## src/shared/lmc_pkg.sv

```systemverilog
`default_nettype none
package lmc_pkg;
   // Register byte addresses
   localparam logic [3:0] LMC_OFF_MODE    = 4'h0;
   localparam logic [3:0] LMC_OFF_STATUS  = 4'h4;
   localparam logic [3:0] LMC_OFF_SAMPLES = 4'h8;
   // Mode field positions
   localparam int LMC_BIT_CONT    = 0;
   localparam int LMC_BIT_OPEN    = 1;
   localparam int LMC_BIT_RELOAD  = 2;
   localparam int LMC_BIT_SWDIS   = 3;
   localparam int LMC_BIT_NOVCC   = 4;
   localparam int LMC_BIT_SHORTIG = 5;
   localparam int LMC_BIT_TRKERR  = 6;
   localparam int LMC_BIT_NOBOOST = 7;
   // Reset value of the stored mode byte
   localparam logic [7:0] LMC_MODE_RESET = 8'h00;
   // Calibration byte range
   localparam logic [3:0] LMC_CAL_FIRST = 4'h1;
   localparam logic [3:0] LMC_CAL_LAST  = 4'ha;
   // Timing, in ns and in cycles of a 50 ns clock
   localparam int LMC_CLK_NS       = 50;
   localparam int LMC_MIN_BURST_NS = 100;
   localparam int LMC_FILT_BURST_NS = 500;
   localparam int LMC_MIN_BURST_CYC  = (LMC_MIN_BURST_NS + LMC_CLK_NS - 1) / LMC_CLK_NS;
   localparam int LMC_FILT_BURST_CYC = (LMC_FILT_BURST_NS + LMC_CLK_NS - 1) / LMC_CLK_NS;
   localparam int LMC_CONT_PERIOD_CYC = 64;
   localparam int LMC_RELOAD_PERIOD_CYC = 1024;
   localparam int LMC_PREBOOST_CYC = 32;
   // Bus responses
   localparam logic [1:0] LMC_RESP_OKAY   = 2'b00;
   localparam logic [1:0] LMC_RESP_SLVERR = 2'b10;

   // Decoded mode fields
   typedef struct packed {
      logic no_boost;
      logic trk_err;
      logic short_ign;
      logic no_vcc;
      logic sw_dis;
      logic reload;
      logic open_loop;
      logic cont;
   } lmc_mode_t;

   // Per-cycle control strobes toward the loop engine
   typedef struct packed {
      logic sample;
      logic cal_load;
      logic preboost;
      logic vcc_comp_mod;
      logic vcc_comp_bias;
      logic trk_comp;
      logic use_table;
   } lmc_ctrl_t;
endpackage : lmc_pkg
`default_nettype wire

```

## src/rtl/lmc_mode_ctrl.sv

```systemverilog
// What this block does
// - Mode byte takes effect only after reset
// - Bit0 clear: sample on burst echo
// - Bit0 set: sample on own period
// - Bit1 clear: loop sets bias
// - Bit1 set: bias from temperature table
// - Bit2 selects reset-only or periodic calibration
// - Bit3 set disables driver; monitors sample in continuous mode only
// - Bit4 clear enables supply compensation
// - Bias supply compensation only when open loop
// - Bit5 clear: every burst from 100ns counts
// - Bit5 set: ignore bursts under 500ns
// - Bit6 enables tracking-error compensation
// - Bit7 clear enables PWM preboost
// - Short intervals tolerated, no update needed
`timescale 1ns/1ps
`default_nettype none
module lmc_mode_ctrl
   import lmc_pkg::*;
#(
   parameter int CONT_PERIOD = LMC_CONT_PERIOD_CYC,
   parameter int RELOAD_PERIOD = LMC_RELOAD_PERIOD_CYC
) (
   input  wire logic               aclk,
   input  wire logic               aresetn,
   input  wire logic [3:0]         s_axi_awaddr,
   input  wire logic               s_axi_awvalid,
   output logic                    s_axi_awready,
   input  wire logic [31:0]        s_axi_wdata,
   input  wire logic [3:0]         s_axi_wstrb,
   input  wire logic               s_axi_wvalid,
   output logic                    s_axi_wready,
   output logic [1:0]              s_axi_bresp,
   output logic                    s_axi_bvalid,
   input  wire logic               s_axi_bready,
   input  wire logic [3:0]         s_axi_araddr,
   input  wire logic               s_axi_arvalid,
   output logic                    s_axi_arready,
   output logic [31:0]             s_axi_rdata,
   output logic [1:0]              s_axi_rresp,
   output logic                    s_axi_rvalid,
   input  wire logic               s_axi_rready,
   input  wire logic               tx_burst_input,
   input  wire logic               burst_enable_echo,
   output logic                    driver_enable,
   output lmc_pkg::lmc_ctrl_t      ctrl
);
   import lmc_pkg::*;

   localparam int CW = 16;

   // Nonvolatile byte: reset must not clear it, or a written mode could never take effect
   logic [7:0]  mode_store_q = LMC_MODE_RESET;
   lmc_mode_t   mode_act_q;     // Byte in force since reset
   logic        boot_q;
   logic [2:0]  burst_sync_q;
   logic [2:0]  echo_sync_q;
   logic        burst_q;
   logic        echo_q;
   logic [CW-1:0] len_q;
   logic [CW-1:0] per_q;
   logic [CW-1:0] rel_q;
   logic [CW-1:0] boost_q;
   logic [15:0] sample_cnt_q;
   logic        aw_q, w_q;
   logic [3:0]  awaddr_q;
   logic [31:0] wdata_q;
   logic [3:0]  wstrb_q;

   // Inputs from pins: change counts once stages 2 and 3 agree
   wire burst_stable = (burst_sync_q[2] == burst_sync_q[1]);
   wire burst_now    = burst_stable ? burst_sync_q[2] : burst_q;
   wire echo_now     = (echo_sync_q[2] == echo_sync_q[1]) ? echo_sync_q[2] : echo_q;
   wire echo_fall    = echo_q & ~echo_now;
   wire burst_ok     = len_q >= CW'(mode_act_q.short_ign ? LMC_FILT_BURST_CYC : LMC_MIN_BURST_CYC);
   wire per_done     = (per_q == CW'(CONT_PERIOD - 1));
   wire rel_done     = (rel_q == CW'(RELOAD_PERIOD - 1));

   // Sample trigger: burst end in burst mode, own timer in continuous
   wire sample_burst = ~mode_act_q.cont & echo_fall & burst_ok;
   wire sample_cont  = mode_act_q.cont & per_done;
   wire sample_now   = sample_burst | sample_cont;

   // Capture of the mode byte happens one edge after reset release
   always_ff @(posedge aclk) begin
      if (!aresetn) begin
         boot_q     <= 1'b1;
         mode_act_q <= '0;
      end else begin
         boot_q <= 1'b0;
         if (boot_q)
            mode_act_q <= lmc_mode_t'(mode_store_q);
      end
   end

   // Pin synchronisers
   always_ff @(posedge aclk) begin
      if (!aresetn) begin
         burst_sync_q <= '0;
         echo_sync_q  <= '0;
         echo_q       <= 1'b0;
         burst_q      <= 1'b0;
      end else begin
         burst_q      <= burst_now;
         burst_sync_q <= {burst_sync_q[1:0], tx_burst_input};
         echo_sync_q  <= {echo_sync_q[1:0], burst_enable_echo};
         echo_q       <= echo_now;
      end
   end

   // Burst length, saturating so long bursts never wrap to short
   always_ff @(posedge aclk) begin
      if (!aresetn)
         len_q <= '0;
      else if (!echo_now)
         len_q <= '0;
      else if (len_q != '1)
         len_q <= len_q + CW'(1);
   end

   // Continuous sample timer and calibration reload timer
   always_ff @(posedge aclk) begin
      if (!aresetn) begin
         per_q <= '0;
         rel_q <= '0;
      end else begin
         per_q <= per_done ? '0 : per_q + CW'(1);
         rel_q <= rel_done ? '0 : rel_q + CW'(1);
      end
   end

   // Preboost window after reset release
   always_ff @(posedge aclk) begin
      if (!aresetn)
         boost_q <= '0;
      else if (boost_q != CW'(LMC_PREBOOST_CYC))
         boost_q <= boost_q + CW'(1);
   end

   // Loop update counter, visible to software
   always_ff @(posedge aclk) begin
      if (!aresetn)
         sample_cnt_q <= '0;
      else if (sample_now)
         sample_cnt_q <= sample_cnt_q + 16'h0001;
   end

   // Control outputs
   always_ff @(posedge aclk) begin
      if (!aresetn) begin
         ctrl          <= '0;
         driver_enable <= 1'b0;
      end else begin
         ctrl.sample        <= sample_now;
         ctrl.cal_load      <= boot_q | (mode_act_q.reload & rel_done);
         ctrl.use_table     <= mode_act_q.open_loop;
         ctrl.vcc_comp_mod  <= ~mode_act_q.no_vcc;
         ctrl.vcc_comp_bias <= ~mode_act_q.no_vcc & mode_act_q.open_loop;
         ctrl.trk_comp      <= mode_act_q.trk_err;
         ctrl.preboost      <= ~mode_act_q.no_boost & (boost_q != CW'(LMC_PREBOOST_CYC));
         // Driver enable gated by software disable; monitors keep sampling in continuous mode only, as burst mode waits for the echo
         driver_enable <= ~boot_q & ~mode_act_q.sw_dis
                          & (mode_act_q.cont | burst_now);
      end
   end

   // AXI write: address and data taken in either order
   wire wr_go = aw_q & w_q & ~s_axi_bvalid;
   assign s_axi_awready = ~aw_q & ~s_axi_bvalid;
   assign s_axi_wready  = ~w_q & ~s_axi_bvalid;
   always_ff @(posedge aclk) begin
      if (!aresetn) begin
         aw_q         <= 1'b0;
         w_q          <= 1'b0;
         awaddr_q     <= '0;
         wdata_q      <= '0;
         wstrb_q      <= '0;
         s_axi_bvalid <= 1'b0;
         s_axi_bresp  <= LMC_RESP_OKAY;
      end else begin
         if (s_axi_awvalid && s_axi_awready) begin
            aw_q     <= 1'b1;
            awaddr_q <= s_axi_awaddr;
         end
         if (s_axi_wvalid && s_axi_wready) begin
            w_q     <= 1'b1;
            wdata_q <= s_axi_wdata;
            wstrb_q <= s_axi_wstrb;
         end
         if (wr_go) begin
            aw_q         <= 1'b0;
            w_q          <= 1'b0;
            s_axi_bvalid <= 1'b1;
            s_axi_bresp  <= (awaddr_q == LMC_OFF_MODE) ? LMC_RESP_OKAY : LMC_RESP_SLVERR;
            if (awaddr_q == LMC_OFF_MODE && wstrb_q[0])
               mode_store_q <= wdata_q[7:0];
         end else if (s_axi_bvalid && s_axi_bready)
            s_axi_bvalid <= 1'b0;
      end
   end

   // AXI read decode
   wire [31:0] rd_word =
      (s_axi_araddr == LMC_OFF_MODE)    ? {24'h000000, mode_store_q} :
      (s_axi_araddr == LMC_OFF_STATUS)  ? {16'h0000, mode_act_q, 5'h00, burst_stable, burst_sync_q[2], echo_q} :
      (s_axi_araddr == LMC_OFF_SAMPLES) ? {16'h0000, sample_cnt_q} : 32'h00000000;
   wire rd_hit = (s_axi_araddr == LMC_OFF_MODE) | (s_axi_araddr == LMC_OFF_STATUS)
                 | (s_axi_araddr == LMC_OFF_SAMPLES);
   assign s_axi_arready = ~s_axi_rvalid;
   always_ff @(posedge aclk) begin
      if (!aresetn) begin
         s_axi_rvalid <= 1'b0;
         s_axi_rdata  <= '0;
         s_axi_rresp  <= LMC_RESP_OKAY;
      end else if (s_axi_arvalid && s_axi_arready) begin
         s_axi_rvalid <= 1'b1;
         s_axi_rdata  <= rd_word;
         s_axi_rresp  <= rd_hit ? LMC_RESP_OKAY : LMC_RESP_SLVERR;
      end else if (s_axi_rready)
         s_axi_rvalid <= 1'b0;
   end

   // Checks
   property p_mode_hold;
      @(posedge aclk) disable iff (!aresetn) !boot_q |=> $stable(mode_act_q);
   endproperty
   a_mode_hold: assert property (p_mode_hold) else $error("mode changed outside reset");
   property p_swdis;
      @(posedge aclk) disable iff (!aresetn) mode_act_q.sw_dis |=> !driver_enable;
   endproperty
   a_swdis: assert property (p_swdis) else $error("driver enabled under disable");
   property p_burst_sample;
      @(posedge aclk) disable iff (!aresetn) ctrl.sample && !$past(mode_act_q.cont) |-> $past(echo_fall);
   endproperty
   a_burst_sample: assert property (p_burst_sample) else $error("burst sample without echo end");
   property p_cont_sample;
      @(posedge aclk) disable iff (!aresetn) mode_act_q.cont && per_done |=> ctrl.sample;
   endproperty
   a_cont_sample: assert property (p_cont_sample) else $error("missed periodic sample");
   property p_short_ign;
      @(posedge aclk) disable iff (!aresetn)
         mode_act_q.short_ign && sample_burst |-> len_q >= CW'(LMC_FILT_BURST_CYC);
   endproperty
   a_short_ign: assert property (p_short_ign) else $error("short burst updated loop");
   property p_bias_comp;
      @(posedge aclk) disable iff (!aresetn) ctrl.vcc_comp_bias |-> ctrl.use_table;
   endproperty
   a_bias_comp: assert property (p_bias_comp) else $error("bias compensation in closed loop");
   property p_vcc;
      @(posedge aclk) disable iff (!aresetn) !boot_q |=> ctrl.vcc_comp_mod == !$past(mode_act_q.no_vcc);
   endproperty
   a_vcc: assert property (p_vcc) else $error("supply compensation mismatch");
   property p_reload;
      @(posedge aclk) disable iff (!aresetn) ctrl.cal_load && !$past(boot_q) |-> $past(mode_act_q.reload);
   endproperty
   a_reload: assert property (p_reload) else $error("reload without periodic mode");
endmodule : lmc_mode_ctrl
`default_nettype wire

```

## config.mk

```make
export PLATFORM = sky130hd
export DESIGN_NAME = lmc_mode_ctrl
export DESIGN_NICKNAME = d
export VERILOG_FILES = /design/src/shared/lmc_pkg.sv /design/src/rtl/lmc_mode_ctrl.sv
export SDC_FILE = /design/constraint.sdc
export NUM_CORES = 1
export LEC_CHECK = 0
export ABC_AREA = 1
export BUFFER_PORTS_ARGS = -buffer_cell sky130_fd_sc_hd__buf_4
export CAP_MARGIN = 20
export CELL_PAD_IN_SITES_DETAIL_PLACEMENT = 1
export CELL_PAD_IN_SITES_GLOBAL_PLACEMENT = 2
export CORE_ASPECT_RATIO = 1.25
export CORE_UTILIZATION = 35
export DETAILED_ROUTE_END_ITERATION = 10
export HOLD_SLACK_MARGIN = 0.08
export PLACE_DENSITY = 0.92
export SYNTH_ARGS = -nofsm -noshare
export SYNTH_HDL_FRONTEND = slang
export SYNTH_SLANG_ARGS = --single-unit
```

## constraint.sdc

```tcl
create_clock -name aclk -period 3.5 [get_ports aclk]
set_input_delay 0.35 -clock aclk [delete_from_list [all_inputs] [get_ports aclk]]
set_output_delay 0.35 -clock aclk [all_outputs]
set_load 0.03 [all_outputs]
```

==> results of run 1 <==
==> sequential cells by signal (all words and copies together), names as in the netlist, 3 cells and up <==
signal        count
per_q            16
mode_store_q      8
ctrl              7
echo_sync_q       3
rel_q            16
wdata_q           8
boost_q          16
len_q            16
sample_cnt_q     16
burst_sync_q      3
mode_act_q        8
s_axi_rdata      16
awaddr_q          4
==> power by group through the flow <==
stage / sequential [W] / combinational, W / clock (W)
finish: 0.00178 / 0.000262 / 0.00185
global route: 0.00179 / 0.000290 / 0.00197
CTS: 0.00178 / 0.000265 / 0.00190
detailed placement: 0.00182 / 0.000263 / 0
global placement: 0.00182 / 0.000256 / 0
floorplan: 0.00184 / 0.000161 / 0
==> per-stage QoR <==
step | setup WS, ns | instance area [um2] | instances | utilization
2_1_floorplan | 1.97 | 6960 | 955 | -
3_3_place_gp | 1.59 | 7490 | 1239 | 0.386
3_5_place_dp | 1.53 | 7490 | 1239 | 0.386
4_1_cts | 1.54 | 8080 | 1271 | 0.417
5_1_grt | 1.34 | 8080 | 1271 | 0.417
6_report | 1.59 | 8080 | 1271 | 0.417
==> metal layers <==
| metal | up-vias | GRT usage |
|---|---|---|
| met2 | 98 | 0.330 |
| met3 | 26 | 0.0370 |
| li1 | 3129 | - |
| met4 | 0 | 0.0828 |
| met1 | 2876 | 0.222 |
| met5 | - | 0 |
==> cells by family after synthesis <==
kind of cell / synth area share
AND/OR/NAND/NOR: 0.298
XOR/XNOR: 0.0216
adder cells (fa/ha/maj): 0.0145
flip-flops: 0.441
buffers and inverters: 0.104
AO/OA/AOI/OAI: 0.120
other: 0.000544
==> Yosys cell counts, drive strengths merged <==
cell type    n
nor2       123
or2          6
nand4       23
clkinv       2
a31oi        9
buf         28
nor4         4
xnor2        3
edfxtp       8
o21ai       58
conb         1
nor3b        1
xor2        14
ha           8
nand2      181
a31o         3
clkbuf      12
o31ai        2
a21oi       68
a211oi       1
nor3        34
inv        122
o22ai        5
nand3       78
o21a         1
and2         2
dfxtp      140
o211a        1
==> final timing paths <==
check,from,to,slack [ns],cells after the start
setup / recovery,per_q[0]$_SDFF_PP0_,sample_cnt_q[1]$_SDFFE_PN0P_,1.59,8
hold / removal,s_axi_bready,s_axi_bvalid$_SDFFE_PN0P_,0.11,2
setup reg to reg,per_q[0]$_SDFF_PP0_,sample_cnt_q[1]$_SDFFE_PN0P_,1.59,8
hold reg to reg,wdata_q[7]$_SDFFE_PN0P_,mode_store_q[7]$_DFFE_PP_,0.43,0
==> layout make-up <==
class / count / area [um2] / share of cell area
Timing Repair Buffer: 59 / 443 / 0.0548
Sequential cell: 148 / 3040 / 0.376
Clock buffer: 17 / 425 / 0.0526
Clock inverter: 15 / 171 / 0.0212
Multi-Input combinational cell: 643 / 3200 / 0.396
Inverter: 124 / 465 / 0.0576
Tap cell: 265 / 332 / 0.0410
==> impl_metrics.yaml, run 1 <==
routing:
  firstDrtPassIters: 4
  wl_met3_um: 593
  vias: 6129
  top_layer_used: "met4"
  drt_iter0_markers: 241
  wl_per_cell_um: 14.2
  wl_met1_um: 8040
  dr_wl_met2_um: 8900
  postRouteAntennaNets: 0
  wl_um: 18000
  drc: 0
  viasPerCell: 4.82
synthesis:
  synth.area.top_cells: "dfxtp_1, nand2_1, nor2_1"
  yosysUniqueCellTypes: 45
  ys_ff_latch: 148
  syn-cell-area_um2: 6900
  syn_inst: 938
  synth_top_area_cell: "dfxtp_1"
  ys_seq_area_frac: 0.441
  syn_area_per_cell_um2: 7.35
  yosysTopAreaCellShare: 0.406
  synth_warnings: 0
floorplan:
  pin_count: 102
  die_w_um: 128
  dieArea_um2: 20300
  coreArea_um2: 19400
  std_cell_rows: 57
  initial_core_util: 0.356
  die_h_um: 159
cts:
  clk_path_buf_depth: 2
  clk_pin_slew_worst_paths_ns: 0.07
  cts_setup_buffers: 0
  cts_num_sinks: 148
  cts-resized-gates: 0
  insertion_delay_ns: 0.42
  hold_buffers: 0
  htreeDepth: 4
  numCtsBuffers: 17
  cts_root_buf: "clkbuf_16"
  cts_tree: "yes"
power:
  seqPwrFrac: 0.457
  p_sw_frac: 0.255
  irDropWorstVdd_v: 0.000440
  powerDensity_nw_per_um2: 482
  finalPower_w: 0.00390
  pwr-share-clk: 0.475
  p_int_w: 0.00290
  p_sw_w: 0.000993
  combPwrFrac: 0.067
  p_leak_nw: 3.16
global_route:
  grt_overflow: 0
  grt_pass1_vias: 6315
  antenna_found_initial: 0
  grt_pass1_wl_um: 30400
  grt_max_degree: 48
  track_usage: 0.189
setup_path:
  path_common_cell: "nor2_1"
  critPathLaunchType: "register"
  path_max_fanout: 17
  required_ns: 3.82
  critPathMaxStageDelay_ns: 0.36
  path_buf_inv: 1
  path_cells: "ha_1 -> nand3_2 -> nor3_4 -> nand3_4 -> nand2_4 -> inv_1 -> nor2_1 -> nor2_1"
  cp_top_family: "simple AND/OR/NAND/NOR gates"
  critical_path_class: "register to register"
  cpMaxStageDelayCell: "dfxtp_1"
  cp_data_arrival_time_ns: 2.23
  endpoint_kind: "register"
timing:
  hold_viol: 0
  tightest_slew_ns: 0.720
  finalCritPeriodShare: 0.546
  relSlewSlack: 0.519
  fin_crit_ns: 1.91
  max_freq_mhz: 523
  slew_viol_final: 0
  hold-worst-slack_ns: 0.108
  skew_ns: 0.00841
  finalSetupTns_ns: 0
  setup_violations: 0
  rsz0062_at_grt: "no"
placed_design:
  hpwl_um: 13200
  io_buffers: 56
  gp_congestion: 0.791
layout:
  antennaDiodeCount: 0
  final_common_cell: "nand2_1"
  drive_gt1_frac: 0.149
  nFillCells: 2473
  layout_common_cells: "nand2_1, dfxtp_1, nor2_1"
  layout.nets: 1054
  areaGrowthSynthToFinish_pct: 17.2
flow_run:
  drv_cap: 0
worst_hold_path:
  min_path_type: "input pin to register"
run_status:
  status: "completed"
No activity file was read; power rests on OpenSTA's default activity.
==> run 2: changes to the inputs <==
--- a/config.mk
+++ b/config.mk
@@ -11,10 +11,10 @@
 export CELL_PAD_IN_SITES_DETAIL_PLACEMENT = 1
 export CELL_PAD_IN_SITES_GLOBAL_PLACEMENT = 2
 export CORE_ASPECT_RATIO = 1.25
-export CORE_UTILIZATION = 35
+export CORE_UTILIZATION = 32
 export DETAILED_ROUTE_END_ITERATION = 10
 export HOLD_SLACK_MARGIN = 0.08
-export PLACE_DENSITY = 0.92
+export PLACE_DENSITY = 0.86
 export SYNTH_ARGS = -nofsm -noshare
 export SYNTH_HDL_FRONTEND = slang
 export SYNTH_SLANG_ARGS = --single-unit
==> constraint.sdc (replaced) <==
create_clock -name aclk -period 1.95 [get_ports aclk]
set_input_delay 0.195 -clock aclk [delete_from_list [all_inputs] [get_ports aclk]]
set_output_delay 0.195 -clock aclk [all_outputs]
set_load 0.03 [all_outputs]
==> impl_metrics.yaml, run 2 (synthesized netlist as in run 1, its figures left out) <==
run_status:
  status: "completed"
placed_design:
  pre_cts_ws_ns: 0.216
  placedCellCount: 1260
  hpwl_um: 13500
  gp_congestion: 0.765
  io_buffers: 56
  placed_area_um2: 7600
cts:
  clk_pin_slew_worst_paths_ns: 0.06
  insertion_delay_ns: 0.43
  numCtsBuffers: 17
  cts_setup_buffers: 0
  cts-resized-gates: 0
  cts_tree: "yes"
  clk_path_buf_depth: 2
  hold_buffers: 17
  cts_num_sinks: 148
  htreeDepth: 4
  cts_root_buf: "clkbuf_16"
layout:
  final_common_cell: "nand2_1"
  antennaDiodeCount: 0
  final_area_um2: 8310
  drive_gt1_frac: 0.154
  areaGrowthSynthToFinish_pct: 20.5
  layout.nets: 1083
  layout_common_cells: "nand2_1, dfxtp_1, nor2_1"
  finalNonFillerCells: 1309
routing:
  wl_per_cell_um: 14.2
  drc: 0
  vias: 6221
  postRouteAntennaNets: 0
  wl_um: 18500
  viasPerCell: 4.75
  firstDrtPassIters: 4
  drt_iter0_markers: 236
floorplan:
  std_cell_rows: 59
  coreArea_um2: 21000
  pin_count: 102
  die_w_um: 133
  die_h_um: 166
  dieArea_um2: 22200
  initial_core_util: 0.329
timing:
  relSlewSlack: 0.661
  tightest_slew_ns: 0.504
  max_freq_mhz: 574
  rsz0062_at_grt: "no"
  finalCritPeriodShare: 0.894
  hold_viol: 0
  hold-worst-slack_ns: 0.115
  finalSetupTns_ns: 0
  fin_ws_ns: 0.207
  skew_ns: 0.00606
  fin_crit_ns: 1.74
  setup_violations: 0
  slew_viol_final: 0
global_route:
  grt_max_degree: 39
  track_usage: 0.176
  grt_pass1_wl_um: 30900
  grt_pass1_vias: 6354
  grt_overflow: 0
  antenna_found_initial: 0
power:
  seqPwrFrac: 0.472
  combPwrFrac: 0.074
  irDropWorstVdd_v: 0.000659
  p_sw_w: 0.00172
  p_int_w: 0.00507
  p_leak_nw: 3.27
  pwr-share-clk: 0.454
  powerDensity_nw_per_um2: 816
  p_sw_frac: 0.253
setup_path:
  endpoint_kind: "register"
  path_max_fanout: 12
  r2r-start: "len_q[0]$_SDFFE_PN0P_"
  critPathLaunchType: "register"
  critPathCapture: "len_q[0]$_SDFFE_PN0P_"
  reg2reg_depth: 8
  critPathMaxStageDelay_ns: 0.35
  cp-startpoint: "len_q[0]$_SDFFE_PN0P_"
  required_ns: 2.32
  cp_data_arrival_time_ns: 2.11
  cpMaxStageDelayCell: "dfxtp_1"
  rrSetupSlack_ns: 0.21
  path_cells: "ha_1 -> nand2_1 -> inv_2 -> nand2_2 -> nor3_4 -> nand3_2 -> xor2_1 -> nor2_1"
  critical_path_class: "register to register"
  r2r_end: "len_q[0]$_SDFFE_PN0P_"
worst_hold_path:
  min_path_type: "input pin to register"
flow_run:
  drv_cap: 0
-- run 2: cell types whose count changed in the layout (fill, tap and decap cells not counted), sizes merged --
cell and change:
inv -5, clkbuf +2, dlygate4sd3 +17, buf +12, bufinv -1, clkinv +4
-- run 2: cell type report --
type / count / area, um2
Clock buffer: 19 / 433
Sequential cell: 148 / 3040
Fill cell: 2617 / 12700
Clock inverter: 13 / 110
Multi-Input combinational cell: 643 / 3200
Timing Repair Buffer: 88 / 716
Tap cell: 274 / 343
Inverter: 124 / 465
-- run 2: worst min-delay path by stage --
stage,start,end,cells past startpoint,slack (ns)
after floorplan,tx_burst_input,burst_sync_q[0]$_SDFF_PN0_,2,0.29
after global placement,s_axi_bready,s_axi_bvalid$_SDFFE_PN0P_,2,0.39
after detailed placement,s_axi_bready,s_axi_bvalid$_SDFFE_PN0P_,2,0.39
after CTS,aresetn,echo_sync_q[0]$_SDFF_PN0_,3,0.10
after global routing,aresetn,wstrb_q[0]$_SDFFE_PN0P_,3,0.14
final,aresetn,echo_sync_q[0]$_SDFF_PN0_,3,0.11
-- run 2: power groups by stage --
stage          Clock [W]  Sequential [W]  Combinational [W]
2_1_floorplan          0         0.00330           0.000290
3_3_place_gp           0         0.00326           0.000472
3_5_place_dp           0         0.00327           0.000480
4_1_cts          0.00318         0.00320           0.000509
5_1_grt          0.00330         0.00321           0.000556
6_report         0.00308         0.00320           0.000503
-- run 2: metal layers --
layer | global-route usage | share of wire
met5 | 0 | 0
met4 | 0.0711 | 0.017
met3 | 0.0299 | 0.029
met2 | 0.317 | 0.50
met1 | 0.204 | 0.45
-- run 2: critical path: cells and delay by family (launching register included) --
| kind | cells | cell delay [ns] |
|---|---|---|
| AND/OR/NAND/NOR | 5 | 0.76 |
| XOR/XNOR | 1 | 0.23 |
| adder cells (fa/ha/maj) | 1 | 0.26 |
| buffers and inverters | 1 | 0.09 |
| flip-flops | 1 | 0.35 |
-- run 2: through the flow --
stage	utilization	power, W
global route	0.397	0.00706
global placement	0.362	0.00373
floorplan	-	0.00359
CTS	0.397	0.00689
detailed placement	0.362	0.00375
finish	0.397	0.00678
